File: src/pcp_pkg.sv
// Purpose: shared constants for the pad control bank, pins 39 to 44
// Assumes: 32-bit apb data, byte addresses, one word per register
// Notes: offsets are byte addresses within the peripheral map
package pcp_pkg;
    localparam int PCP_NUM_PINS = 6;
    localparam int PCP_ADDR_W = 12;
    localparam logic [11:0] PCP_OFS_PIN39 = 12'h0a8;
    localparam logic [11:0] PCP_OFS_PIN40 = 12'h0ac;
    localparam logic [11:0] PCP_OFS_PIN41 = 12'h0b0;
    localparam logic [11:0] PCP_OFS_PIN42 = 12'h0b4;
    localparam logic [11:0] PCP_OFS_PIN43 = 12'h0b8;
    localparam logic [11:0] PCP_OFS_PIN44 = 12'h0bc;
    // field positions
    localparam int PCP_DRV_LSB = 12;
    localparam int PCP_DRV_MSB = 14;
    localparam int PCP_PD_BIT = 9;
    localparam int PCP_PU_BIT = 8;
    localparam int PCP_IE_BIT = 7;
    localparam int PCP_OE_BIT = 6;
    localparam int PCP_AN_BIT = 4;
    // writable bits only; everything else reads zero
    localparam logic [31:0] PCP_WR_MASK = 32'h0000_73d0;
    // reset values
    localparam logic [2:0] PCP_DRV_RST = 3'h1;
    localparam logic PCP_PD_RST = 1'h0;
    localparam logic PCP_PU_RST = 1'h0;
    localparam logic PCP_IE_RST = 1'h0;
    localparam logic PCP_OE_RST = 1'h0;
    localparam logic PCP_AN_RST = 1'h1;
    localparam logic [31:0] PCP_CTL_RST = 32'h0000_1010;
    // apb answers in the access cycle, no wait states
    localparam int PCP_APB_WAIT = 0;
endpackage

File: src/pcp_pad_bank.sv
// Purpose: apb-mapped pad control bank for pins 39 to 44
// Assumes: apb slave, zero wait states, clk_sys_i at 25 MHz
// Notes: vector index 0 is pin 39 ... index 5 is pin 44
//
// Overview of operation
// RQ1 - drive strength code in bits 14:12
// RQ2 - bit 9 enables weak pull-down
// RQ3 - bit 8 enables weak pull-up
// RQ4 - bit 7 enables pad input buffer
// RQ5 - bit 6 enables pad output driver
// RQ6 - bit 4 selects analog, resets analog
// RQ7 - reserved bits read zero, ignore writes
// RQ8 - registers decoded 0xa8 to 0xbc pin order
// RQ9 - analog routing joins pad to partner signal
// RQ10 - output level from second data register
// RQ11 - pin 40 register sits at 0xac
module pcp_pad_bank
    import pcp_pkg::*;
(
    // clock and reset
    input wire logic clk_sys_i,
    input wire logic reset_i,
    // apb slave
    input wire logic psel_i,
    input wire logic penable_i,
    input wire logic pwrite_i,
    input wire logic [PCP_ADDR_W-1:0] paddr_i,
    input wire logic [31:0] pwdata_i,
    input wire logic [3:0] pstrb_i,
    output logic [31:0] prdata_o,
    output logic pready_o,
    output logic pslverr_o,
    // output data bits for pins 39 to 44 (from second data register)
    input wire logic [PCP_NUM_PINS-1:0] output_level_bits_i,
    // pad controls, index 0 is pin 39
    output logic [3*PCP_NUM_PINS-1:0] drive_strength_sel_o,
    output logic [PCP_NUM_PINS-1:0] weak_pulldown_en_o,
    output logic [PCP_NUM_PINS-1:0] weak_pullup_en_o,
    output logic [PCP_NUM_PINS-1:0] pad_input_en_o,
    output logic [PCP_NUM_PINS-1:0] pad_output_en_o,
    output logic [PCP_NUM_PINS-1:0] pad_out_o,
    // analog routing switches
    output logic regulator_sense_sel_o,
    output logic aux_in0_left_sel_o,
    output logic aux_in0_right_sel_o,
    output logic audio_out_left_sel_o,
    output logic audio_out_right_sel_o,
    output logic aux_in1_left_sel_o
);
    logic [PCP_NUM_PINS-1:0] hit;
    logic [PCP_NUM_PINS-1:0] wr;
    logic [PCP_NUM_PINS-1:0] analog_sel;
    logic [31:0] rdata [PCP_NUM_PINS];
    logic [31:0] rd_mux;
    logic any_hit;
    logic [11:0] ofs_tbl [PCP_NUM_PINS];
    logic access_ok;

    // bus phase seen at the last edge; an enable with no setup before it never writes
    typedef enum logic [1:0]
    {
        phase_idle,
        phase_setup,
        phase_access
    } pcp_phase_t;
    pcp_phase_t phase_reg;
    pcp_phase_t phase_next;

    assign ofs_tbl[0] = PCP_OFS_PIN39;
    assign ofs_tbl[1] = PCP_OFS_PIN40; // see RQ11
    assign ofs_tbl[2] = PCP_OFS_PIN41;
    assign ofs_tbl[3] = PCP_OFS_PIN42;
    assign ofs_tbl[4] = PCP_OFS_PIN43;
    assign ofs_tbl[5] = PCP_OFS_PIN44;

    genvar g;
    generate
        for (g = 0; g < PCP_NUM_PINS; g++)
        begin : g_pin
            assign hit[g] = (paddr_i == ofs_tbl[g]); // see RQ8
            // write lands at the apb access edge; partial strobes still write
            // whole field set, since fields sit in bytes 0 and 1 only
            assign wr[g] = psel_i && penable_i && pwrite_i && hit[g]
                && (pstrb_i != 4'h0) && access_ok;
            pcp_pin_ctl u_pin (
                .clk_sys_i(clk_sys_i),
                .reset_i(reset_i),
                .wr_i(wr[g]),
                .wdata_i(pwdata_i & PCP_WR_MASK), // see RQ7
                .rdata_o(rdata[g]),
                .out_level_i(output_level_bits_i[g]), // see RQ10
                .drive_strength_sel_o(drive_strength_sel_o[3*g+2:3*g]),
                .weak_pulldown_en_o(weak_pulldown_en_o[g]),
                .weak_pullup_en_o(weak_pullup_en_o[g]),
                .pad_input_en_o(pad_input_en_o[g]),
                .pad_output_en_o(pad_output_en_o[g]),
                .analog_sel_o(analog_sel[g]),
                .pad_out_o(pad_out_o[g])
            );
        end
    endgenerate

    always_comb
    begin
        phase_next = phase_idle;
        unique case (phase_reg)
            phase_idle, phase_access:
            begin
                if (psel_i && !penable_i)
                begin
                    phase_next = phase_setup;
                end
            end
            phase_setup:
            begin
                if (psel_i && penable_i)
                begin
                    phase_next = phase_access;
                end
                else if (psel_i)
                begin
                    phase_next = phase_setup;
                end
            end
            default:
            begin
                phase_next = phase_idle;
            end
        endcase
    end

    always_ff @(posedge clk_sys_i)
    begin
        if (reset_i)
        begin
            phase_reg <= phase_idle;
        end
        else
        begin
            phase_reg <= phase_next;
        end
    end

    // only the cycle right after a setup is a legal access cycle
    assign access_ok = (phase_reg == phase_setup); // see RQ8

    assign any_hit = |hit;

    always_comb
    begin
        rd_mux = 32'h0000_0000;
        for (int i = 0; i < PCP_NUM_PINS; i++)
        begin
            if (hit[i])
            begin
                rd_mux = rdata[i];
            end
        end
    end

    // answer registered in setup, valid in access cycle: zero wait states
    always_ff @(posedge clk_sys_i)
    begin
        if (reset_i)
        begin
            pready_o <= 1'h0;
            pslverr_o <= 1'h0;
            prdata_o <= 32'h0000_0000;
        end
        else
        begin
            pready_o <= psel_i && !penable_i;
            pslverr_o <= psel_i && !penable_i && !any_hit;
            prdata_o <= (psel_i && !penable_i && !pwrite_i) ? rd_mux : 32'h0000_0000;
        end
    end

    // analog switches, one per pad in pin order
    assign regulator_sense_sel_o = analog_sel[0]; // see RQ9
    assign aux_in0_left_sel_o = analog_sel[1]; // see RQ9
    assign aux_in0_right_sel_o = analog_sel[2]; // see RQ9
    assign audio_out_left_sel_o = analog_sel[3]; // see RQ9
    assign audio_out_right_sel_o = analog_sel[4]; // see RQ9
    assign aux_in1_left_sel_o = analog_sel[5]; // see RQ9
endmodule

File: src/pcp_pin_ctl.sv
// Purpose: one pin's pad control register and its pad steering
// Assumes: write strobe is a single cycle, data already masked by caller
// Notes: pad outputs registered; rdata_o is combinational from the register
module pcp_pin_ctl
    import pcp_pkg::*;
(
    // clock and reset
    input wire logic clk_sys_i,
    input wire logic reset_i,
    // register access
    input wire logic wr_i,
    input wire logic [31:0] wdata_i,
    output logic [31:0] rdata_o,
    // output level from the data register
    input wire logic out_level_i,
    // pad controls
    output logic [2:0] drive_strength_sel_o,
    output logic weak_pulldown_en_o,
    output logic weak_pullup_en_o,
    output logic pad_input_en_o,
    output logic pad_output_en_o,
    output logic analog_sel_o,
    output logic pad_out_o
);
    logic [2:0] drv_reg;
    logic pd_reg;
    logic pu_reg;
    logic ie_reg;
    logic oe_reg;
    logic an_reg;

    always_ff @(posedge clk_sys_i)
    begin
        if (reset_i)
        begin
            drv_reg <= PCP_DRV_RST;
            pd_reg <= PCP_PD_RST;
            pu_reg <= PCP_PU_RST;
            ie_reg <= PCP_IE_RST;
            oe_reg <= PCP_OE_RST;
            an_reg <= PCP_AN_RST;
        end
        else if (wr_i)
        begin
            drv_reg <= wdata_i[PCP_DRV_MSB:PCP_DRV_LSB]; // see RQ1
            pd_reg <= wdata_i[PCP_PD_BIT]; // see RQ2
            pu_reg <= wdata_i[PCP_PU_BIT]; // see RQ3
            ie_reg <= wdata_i[PCP_IE_BIT]; // see RQ4
            oe_reg <= wdata_i[PCP_OE_BIT]; // see RQ5
            an_reg <= wdata_i[PCP_AN_BIT]; // see RQ6
        end
    end

    // readback built from fields so reserved bits are always zero
    always_comb
    begin
        rdata_o = 32'h0000_0000; // see RQ7
        rdata_o[PCP_DRV_MSB:PCP_DRV_LSB] = drv_reg;
        rdata_o[PCP_PD_BIT] = pd_reg;
        rdata_o[PCP_PU_BIT] = pu_reg;
        rdata_o[PCP_IE_BIT] = ie_reg;
        rdata_o[PCP_OE_BIT] = oe_reg;
        rdata_o[PCP_AN_BIT] = an_reg;
    end

    // pad controls follow the register one cycle later so outputs are flops
    always_ff @(posedge clk_sys_i)
    begin
        if (reset_i)
        begin
            drive_strength_sel_o <= PCP_DRV_RST;
            weak_pulldown_en_o <= PCP_PD_RST;
            weak_pullup_en_o <= PCP_PU_RST;
            pad_input_en_o <= PCP_IE_RST;
            pad_output_en_o <= PCP_OE_RST;
            analog_sel_o <= PCP_AN_RST;
            pad_out_o <= 1'h0;
        end
        else
        begin
            drive_strength_sel_o <= drv_reg; // see RQ1
            weak_pulldown_en_o <= pd_reg; // see RQ2
            weak_pullup_en_o <= pu_reg; // see RQ3
            pad_input_en_o <= ie_reg && !an_reg; // see RQ4
            // digital drive only when routed digital, avoids fighting the analog net
            pad_output_en_o <= oe_reg && !an_reg; // see RQ5
            analog_sel_o <= an_reg; // see RQ6
            pad_out_o <= out_level_i && oe_reg && !an_reg; // see RQ10
        end
    end
endmodule

File: config.mk
export PLATFORM = sky130hd
export DESIGN_NAME = pcp_pad_bank
export DESIGN_NICKNAME = d
export VERILOG_FILES = /design/src/pcp_pkg.sv /design/src/pcp_pad_bank.sv /design/src/pcp_pin_ctl.sv
export SDC_FILE = /design/constraint.sdc
export NUM_CORES = 1
export LEC_CHECK = 0
export ABC_CLOCK_PERIOD_IN_PS = 2450
export BUFFER_PORTS_ARGS = -buffer_cell sky130_fd_sc_hd__buf_4
export CAP_MARGIN = 30
export CORE_MARGIN = 8
export CORE_UTILIZATION = 50
export DETAILED_ROUTE_END_ITERATION = 10
export PLACE_DENSITY = 0.86
export SETUP_SLACK_MARGIN = 0.5
export SKIP_CTS_REPAIR_TIMING = 1
export SLEW_MARGIN = 20
export SYNTH_ARGS = -nofsm -noshare
export SYNTH_HDL_FRONTEND = slang
export SYNTH_SLANG_ARGS = --single-unit
File: constraint.sdc
create_clock -name clk_sys_i -period 2.45 [get_ports clk_sys_i]
set_input_delay 0.49 -clock clk_sys_i [delete_from_list [all_inputs] [get_ports clk_sys_i]]
set_output_delay 0.49 -clock clk_sys_i [all_outputs]
set_load 0.02 [all_outputs]
==> results of run 1 <==
-- cell usage after synthesis (all sizes together) --
| cell type | number |
|---|---|
| a211oi | 7 |
| a21o | 8 |
| a21oi | 2 |
| a22oi | 6 |
| a31oi | 2 |
| and2 | 13 |
| and3 | 6 |
| and3b | 1 |
| buf | 61 |
| clkbuf | 17 |
| clkinv | 1 |
| conb | 1 |
| dfxtp | 114 |
| inv | 31 |
| mux2i | 38 |
| nand2 | 19 |
| nand2b | 32 |
| nand3 | 8 |
| nand3b | 8 |
| nand4 | 3 |
| nor2 | 29 |
| nor2b | 12 |
| nor3 | 5 |
| nor3b | 1 |
| nor4 | 12 |
| nor4b | 1 |
| o21ai | 19 |
| o31ai | 4 |
| or2 | 1 |
| or3 | 1 |
| or4 | 6 |
| or4b | 1 |
-- power by group through the flow --
stage          sequential [mW]  combinational (mW)  clock, mW
3_3_place_gp              1.90               0.193          0
4_1_cts                   1.86               0.203       2.47
5_1_grt                   1.86               0.221       2.56
2_1_floorplan             1.90               0.145          0
3_5_place_dp              1.90               0.200          0
6_report                  1.86               0.208       2.44
-- kinds of logic (layout without fill, tap and decap cells) --
kind of cell	Yosys count	count (layout)	synth area share, %
flops	114	114	49.95
mux	38	38	8.324
simple gates	159	159	21.11
other cells	1	24	0.08207
buf+inv	110	177	13.75
compound gates	48	48	6.791
-- worst min path at each step --
stage / startpoint / to / slack, ns / depth (start not counted)
global placement: phase_reg[1] / phase_reg[1] / 0.42 / 1
CTS: output_level_bits_i[2] / g_pin[2].u_pin.pad_out_o / 0.18 / 2
global route: output_level_bits_i[0] / g_pin[0].u_pin.pad_out_o / 0.18 / 2
floorplan: g_pin[3].u_pin.drv_reg[0] / g_pin[3].u_pin.drive_strength_sel_o[0] / 0.41 / 2
detailed placement: g_pin[5].u_pin.drv_reg[0] / g_pin[5].u_pin.drive_strength_sel_o[0] / 0.44 / 2
finish: output_level_bits_i[0] / g_pin[0].u_pin.pad_out_o / 0.20 / 2
-- worst max-delay path, cell delays in order, from the launching register on --
cell and delay [ns]:
dfxtp_1 0.33, and3b_1 0.32, nand4_4 0.18, or4_1 0.69, a21o_1 0.24
-- through the flow --
stage	utilization (%)	hold slack, ns	cells	cell area, um^2	total power [mW]
after floorplan	-	0.4119	493	4684	2.044
after global placement	56.84	0.4224	639	5152	2.091
after detailed placement	56.84	0.4382	639	5152	2.097
after CTS	63.37	0.1821	671	5744	4.530
after global routing	63.41	0.1834	671	5748	4.636
final	63.41	0.2003	671	5748	4.503
-- metal layers --
layer | routed length [um] | up-vias | GRT usage [%]
li1 | - | 1641 | -
met1 | 4573 | 1649 | 19.95
met2 | 5784 | 156 | 30.51
met3 | 827 | 31 | 6.818
met4 | 261 | 0 | 10.76
met5 | 0 | - | 0
-- area by class of cell --
class / count / share of cell area [%]
Sequential cell: 114 / 39.70
Timing Repair Buffer: 113 / 14.76
Clock buffer: 20 / 7.575
Inverter: 32 / 2.090
Tap cell: 111 / 2.416
Clock inverter: 12 / 2.721
Multi-Input combinational cell: 269 / 30.74
==> impl_metrics.json, run 1 <==
{
  "status": "finished clean",
  "max_freq_mhz": 535.2,
  "power.share.combinational_pct": 4.6,
  "io_pins": 147,
  "timing.critical_path.from": "phase_reg[1]",
  "initial_utilization_pct": 50.41,
  "setup_violations": 0,
  "p_leak_nw": 2.669,
  "core_area_mm2": 0.009065,
  "avgViaCountPerCell": 5.182,
  "netSwitchingFraction_pct": 22.09,
  "timing.clock.skew_ns": 0.006700,
  "worst_skew_pair.late_latency_ns": 0.52,
  "intPower_mw": 3.508,
  "areaGrowthSynthToFinish_pct": 25.79,
  "r2r_setup_slack_ns": 0.58,
  "worst_setup_hold_path_clk_slew_ns": 0.06,
  "cts_tree": "yes",
  "antenna_violations_before_repair": 0,
  "critPathCaptureType": "register",
  "drt_first_pass_iters": 5,
  "maximum_number_of_pins_on_one_net_before_global_route_repair": 57,
  "cp.required_ns": 2.86,
  "port-buffer-count": 98,
  "path_max_fanout": 6,
  "drive_gt1_share_pct": 27.32,
  "setup_slack_ns": 0.5817,
  "global_route.usage.total_pct": 18.46,
  "drt_drc_violations_left": 0,
  "rr_startpoint": "phase_reg[1]",
  "routed_length_per_instance_um": 17.06,
  "seq_total_area_yosys_pct": 49.95,
  "final_gp_congestion": 0.8716,
  "final.min_clock_period_ns": 1.868,
  "critical_path.endpoint": "g_pin[1].u_pin.pd_reg",
  "path_class_of_the_lowest_slack_min_delay_path": "in -> reg",
  "critical_path.startpoint_type": "register",
  "final_hold_viol_count": 0,
  "wirelength_um": 11450,
  "grt-ovfl-total": 0,
  "maxCapViolations": 0,
  "final_antenna_net_count": 0,
  "unrepaired_setup_endpoints_after_global_routing": "false",
  "pwr_density_cell_mw_per_mm2": 783.4,
  "timing_worst_slew_pin_value_ns": 0.6257,
  "antennaDiodeCount": 0,
  "via_count": 3477,
  "synth_top_area_share_pct": 49.95,
  "fin_nets": 606,
  "synth-warning-count": 0,
  "final-seq-area_mm2": 0.002282,
  "preCtsSetupSlack_ns": 0.1184,
  "cts-htree-levels": 4,
  "grt_first_pass_wirelength_um": 18170,
  "die_area_mm2": 0.01245,
  "rows": 35,
  "grt_pass1_vias": 3621,
  "synth_seq_cells": 114,
  "worstSetupPathType": "reg -> reg",
  "ys_types": 40,
  "finalMaxSlewViolations": 0,
  "cp.arrival_ns": 2.28,
  "synth_area_leader_cell": "dfxtp_1",
  "die_width_um": 111.6,
  "switching_power_mw": 0.9945,
  "worst-r2r-cell-count": 4,
  "multi_input_area_mm2": 0.001767,
  "cts_buf_count": 17,
  "ctsLongestPathBuffers": 2,
  "clock_sink_count": 114,
  "sequential_group_share_of_total_power_pct": 41.3,
  "leading_cell_type_in_the_layout_fill_and_taps_excluded": "dfxtp_1",
  "post_synth.cell_area_avg_um2": 9.722,
  "post_synth_instance_area_mm2": 0.004569,
  "synth.top_cells.by_area": "dfxtp_1, buf_4, mux2i_1",
  "floorplan.die.height_um": 111.6,
  "clk_root_buffer_cell": "clkbuf_8",
  "crit-reg2reg-capture": "g_pin[1].u_pin.pd_reg",
  "final_min_period_over_clock_period_pct": 76.26,
  "max_slew_margin_pct": 57.97,
  "place.detailed.hpwl_um": 7980,
  "post_synth_inst_count": 470,
  "finalSetupTns_ns": 0,
  "nFillCells": 679,
  "drt_iter0_markers": 388,
  "clockPowerShare_pct": 54.1,
  "layout_common_cells": "dfxtp_1, buf_4, mux2i_1, nand2b_1, inv_1",
  "vdd_drop_max_uv": 432.0
}
(Power assumes the default switching activity.)
==> run 2, diff against run 1 <==
- ABC_CLOCK_PERIOD_IN_PS: 2450 -> 1800
- clock period: 2.45 -> 1.8 ns (I/O delays scaled with it)
==> impl_metrics.json, run 2 (synthesized netlist as in run 1, its figures left out) <==
{
  "drive_gt1_share_pct": 45.00,
  "critical_path.startpoint_type": "register",
  "nFillCells": 626,
  "antennaDiodeCount": 0,
  "routed_length_per_instance_um": 16.89,
  "crit_path_cell_trace": "and3b_2, nand4_4, or4b_4, buf_8, mux2i_1",
  "worstSetupPathType": "reg -> reg",
  "r2r_setup_slack_ns": 0.13,
  "crit_path_top_delay_cell": "or4b_4",
  "rows": 35,
  "switching_power_mw": 1.299,
  "maximum_number_of_pins_on_one_net_before_global_route_repair": 38,
  "wirelength_um": 11670,
  "layout_common_cells": "buf_6, dfxtp_2, buf_4, dfxtp_1, mux2i_1",
  "via_count": 3530,
  "layoutNonFillerInstCount": 691,
  "cts_buf_count": 17,
  "areaGrowthSynthToFinish_pct": 39.46,
  "p_leak_nw": 2.909,
  "timing.clock.skew_ns": 0.009354,
  "placement.cell_area_mm2": 0.005333,
  "numPlacedInstances": 653,
  "grt_first_pass_wirelength_um": 18030,
  "leading_cell_type_in_the_layout_fill_and_taps_excluded": "buf_6",
  "final_hold_viol_count": 0,
  "final_min_period_over_clock_period_pct": 92.55,
  "netSwitchingFraction_pct": 21.82,
  "finalMaxSlewViolations": 0,
  "grtUsageMet3_pct": 7.738,
  "worstHoldStart": "output_level_bits_i[2]",
  "worst_skew_pair.late_latency_ns": 0.52,
  "initial_utilization_pct": 50.41,
  "path_class_of_the_lowest_slack_min_delay_path": "in -> reg",
  "sequential_group_share_of_total_power_pct": 42.5,
  "grt.met2_usage_pct": 28.40,
  "final_antenna_net_count": 0,
  "unrepaired_setup_endpoints_after_global_routing": "true",
  "grt-ovfl-total": 0,
  "io_pins": 147,
  "cts_tree": "yes",
  "place.detailed.hpwl_um": 7875,
  "clockPowerShare_pct": 52.5,
  "critPathCaptureType": "register",
  "grt-busiest-layer": "met2",
  "drt_first_pass_iters": 4,
  "fin_hold_ws_ns": 0.07958,
  "pwr_density_cell_mw_per_mm2": 933.8,
  "worst-r2r-cell-count": 5,
  "vdd_drop_max_uv": 596.7,
  "preCtsSetupSlack_ns": -0.2734,
  "crit-reg2reg-capture": "g_pin[4].u_pin.an_reg",
  "rr_startpoint": "phase_reg[1]",
  "setup_slack_ns": 0.1341,
  "power.share.combinational_pct": 5.0,
  "status": "finished clean",
  "post_route_cell_area_mm2": 0.006372,
  "worst_setup_hold_path_clk_slew_ns": 0.05,
  "intPower_mw": 4.652,
  "clock_sink_count": 114,
  "die_area_mm2": 0.01245,
  "drt_iter0_markers": 209,
  "cp.arrival_ns": 2.05,
  "drt_drc_violations_left": 0,
  "max_freq_mhz": 600.3,
  "worstHoldEndpoint": "g_pin[2].u_pin.pad_out_o",
  "cts-htree-levels": 4,
  "timing.hold.worst_path_depth": 2,
  "final_gp_congestion": 0.8818,
  "antenna_violations_before_repair": 0,
  "avgViaCountPerCell": 5.109,
  "floorplan.die.height_um": 111.6,
  "final.min_clock_period_ns": 1.666,
  "ctsLongestPathBuffers": 2,
  "cp_slowest_stage_delay_ns": 0.53,
  "setup_violations": 0,
  "grt_util_met1_pct": 20.70,
  "power.total_mw": 5.951,
  "cp.required_ns": 2.18,
  "fin_nets": 627,
  "die_width_um": 111.6,
  "global_route.usage.total_pct": 18.18,
  "path_max_fanout": 8,
  "port-buffer-count": 98,
  "core_area_mm2": 0.009065,
  "clk_root_buffer_cell": "clkbuf_8",
  "grt_pass1_vias": 3667,
  "maxCapViolations": 0
}
[run 2: cell types whose count changed in the layout (fill, tap and decap cells not counted), sizes merged]
cell      delta
inv          -2
clkinv       +3
clkinvlp     -1
bufinv       -1
buf         +21
[run 2: how the worst max path moves through the flow]
| stage | slack [ns] | to | from |
|---|---|---|---|
| 2_1_floorplan | -0.06 | g_pin[1].u_pin.drv_reg[2] | paddr_i[6] |
| 3_3_place_gp | -0.22 | g_pin[3].u_pin.pd_reg | paddr_i[6] |
| 3_5_place_dp | -0.27 | g_pin[3].u_pin.pd_reg | paddr_i[6] |
| 4_1_cts | 0.04 | g_pin[3].u_pin.pd_reg | phase_reg[1] |
| 5_1_grt | 0.06 | g_pin[2].u_pin.pu_reg | phase_reg[1] |
| 6_report | 0.13 | g_pin[4].u_pin.an_reg | phase_reg[1] |
[run 2: metrics by stage]
step	utilization, %	setup TNS (ns)
after floorplan	-	-0.8508
after global placement	58.83	-7.102
after detailed placement	58.83	-9.426
after CTS	64.98	0
after global routing	70.30	0
final	70.30	0
[run 2: power by group through the flow]
stage | Combinational [mW] | Sequential, mW | Clock (mW)
after floorplan | 0.203 | 2.58 | 0
after global placement | 0.275 | 2.58 | 0
after detailed placement | 0.283 | 2.58 | 0
after CTS | 0.285 | 2.53 | 3.15
after global routing | 0.318 | 2.53 | 3.31
final | 0.299 | 2.53 | 3.12
[run 2: final cells by class]
type                            instances  area [um^2]  area share (%)
Tap cell                              111        138.9           2.179
Sequential cell                       114         2365           37.11
Clock inverter                         11        112.6           1.767
Clock buffer                           20        445.4           6.990
Multi-Input combinational cell        269         1886           29.59
Inverter                               32        120.1           1.885
Timing Repair Buffer                  134         1305           20.48
[run 2: metal layers]
metal | wire (um) | up-vias
met2 | 5548 | 174
met3 | 1073 | 32
met1 | 4692 | 1642
li1 | - | 1682
met5 | 0 | -
met4 | 354 | 0
[run 2: critical path, delay by kind of cell (launching register included)]
family | cells | cell delay (ns)
buffers and inverters | 1 | 0.17
flip-flops | 1 | 0.31
multiplexers | 1 | 0.12
AND/OR/NAND/NOR | 3 | 0.93
==> run 3, diff against run 2 <==
- CORE_ASPECT_RATIO: not set -> 1.2
==> impl_metrics.json, run 3 (synthesized netlist as in run 1, its figures left out) <==
{
  "status": "finished clean",
  "cts_tree": "yes",
  "path_max_fanout": 4,
  "post_route_cell_area_mm2": 0.006471,
  "rows": 38,
  "max_slew_margin_pct": 66.61,
  "drive_gt1_share_pct": 45.73,
  "via_count": 3644,
  "worst-r2r-cell-count": 5,
  "timing_worst_slew_pin_value_ns": 0.4990,
  "final_antenna_net_count": 0,
  "fin_nets": 632,
  "cts_buf_count": 17,
  "timing.clock.skew_ns": 0.006044,
  "layoutNonFillerInstCount": 706,
  "finalMaxSlewViolations": 0,
  "final_hold_viol_count": 0,
  "final_gp_congestion": 0.8653,
  "port-buffer-count": 98,
  "worstHoldStart": "output_level_bits_i[4]",
  "layout_common_cells": "buf_6, dfxtp_2, buf_4, dfxtp_1, mux2i_1",
  "max_freq_mhz": 591.7,
  "global_route.usage.total_pct": 18.29,
  "p_leak_nw": 2.952,
  "drt_first_pass_iters": 6,
  "vdd_drop_max_uv": 622.1,
  "pwr_density_cell_mw_per_mm2": 926.4,
  "grt-ovfl-total": 0,
  "antennaDiodeCount": 0,
  "io_pins": 147,
  "drt_iter0_markers": 242,
  "cp.arrival_ns": 2.07,
  "initial_utilization_pct": 50.85,
  "timing.critical_path.from": "phase_reg[1]",
  "worstSetupPathType": "reg -> reg",
  "unrepaired_setup_endpoints_after_global_routing": "true",
  "critPathCaptureType": "register",
  "setup_violations": 0,
  "antenna_violations_before_repair": 0,
  "finish.utilization_pct": 72.01,
  "cp.required_ns": 2.18,
  "placement.cell_area_mm2": 0.005374,
  "grt_first_pass_wirelength_um": 17460,
  "clk_root_buffer_cell": "clkbuf_8",
  "rr_startpoint": "phase_reg[1]",
  "avgViaCountPerCell": 5.161,
  "maxCapViolations": 0,
  "worst_setup_hold_path_clk_slew_ns": 0.05,
  "worst_skew_pair.late_latency_ns": 0.52,
  "setup_slack_ns": 0.1101,
  "floorplan.die.height_um": 120.7,
  "fin_hold_ws_ns": 0.07903,
  "die_width_um": 103.3,
  "final_min_period_over_clock_period_pct": 93.89,
  "ctsLongestPathBuffers": 2,
  "place.detailed.hpwl_um": 8082,
  "numPlacedInstances": 666,
  "path_class_of_the_lowest_slack_min_delay_path": "in -> reg",
  "final.min_clock_period_ns": 1.690,
  "routed_length_per_instance_um": 17.45,
  "die_area_mm2": 0.01247,
  "nFillCells": 584,
  "finalSetupTns_ns": 0,
  "cts-htree-levels": 4,
  "grt_pass1_vias": 3669,
  "core_area_mm2": 0.008986,
  "power.total_mw": 5.995,
  "preCtsSetupSlack_ns": -0.3469,
  "timing.hold.worst_path_depth": 2,
  "drt_drc_violations_left": 0,
  "maximum_number_of_pins_on_one_net_before_global_route_repair": 32,
  "areaGrowthSynthToFinish_pct": 41.62,
  "clock_sink_count": 114,
  "leading_cell_type_in_the_layout_fill_and_taps_excluded": "buf_6",
  "wirelength_um": 12320,
  "critical_path.startpoint_type": "register"
}
-- run 3: final cells by class --
cell class / count / area (um^2) / share of cell area, %
Clock buffer: 21 / 459.2 / 7.096
Inverter: 32 / 120.1 / 1.856
Multi-Input combinational cell: 269 / 1903 / 29.41
Sequential cell: 114 / 2365 / 36.54
Clock inverter: 11 / 110.1 / 1.701
Tap cell: 120 / 150.1 / 2.320
Timing Repair Buffer: 139 / 1364 / 21.08
-- run 3: worst paths after layout --
check / slack, ns / end
setup / recovery: 0.11 / g_pin[4].u_pin.drv_reg[0]
hold / removal: 0.08 / g_pin[4].u_pin.pad_out_o
setup reg to reg: 0.11 / g_pin[4].u_pin.drv_reg[0]
hold reg to reg: 0.45 / phase_reg[0]
-- run 3: power breakdown --
part	internal (mW)	switching (mW)
Combinational	0.116	0.189
Sequential	2.53	0.00177
Clock	2.06	1.10
Total	4.70	1.30
-- run 3: critical path, cell delays in order (launching register included) --
cell	delay, ns
dfxtp_2	0.33
and3b_2	0.27
nand4_4	0.13
or4b_4	0.53
buf_4	0.18
mux2i_1	0.12
-- run 3: layer usage --
layer	part of all wire (%)	global-route usage, %
met1	39	20.44
met2	50	29.30
met3	8.1	7.821
met5	0	0
met4	3.0	8.341
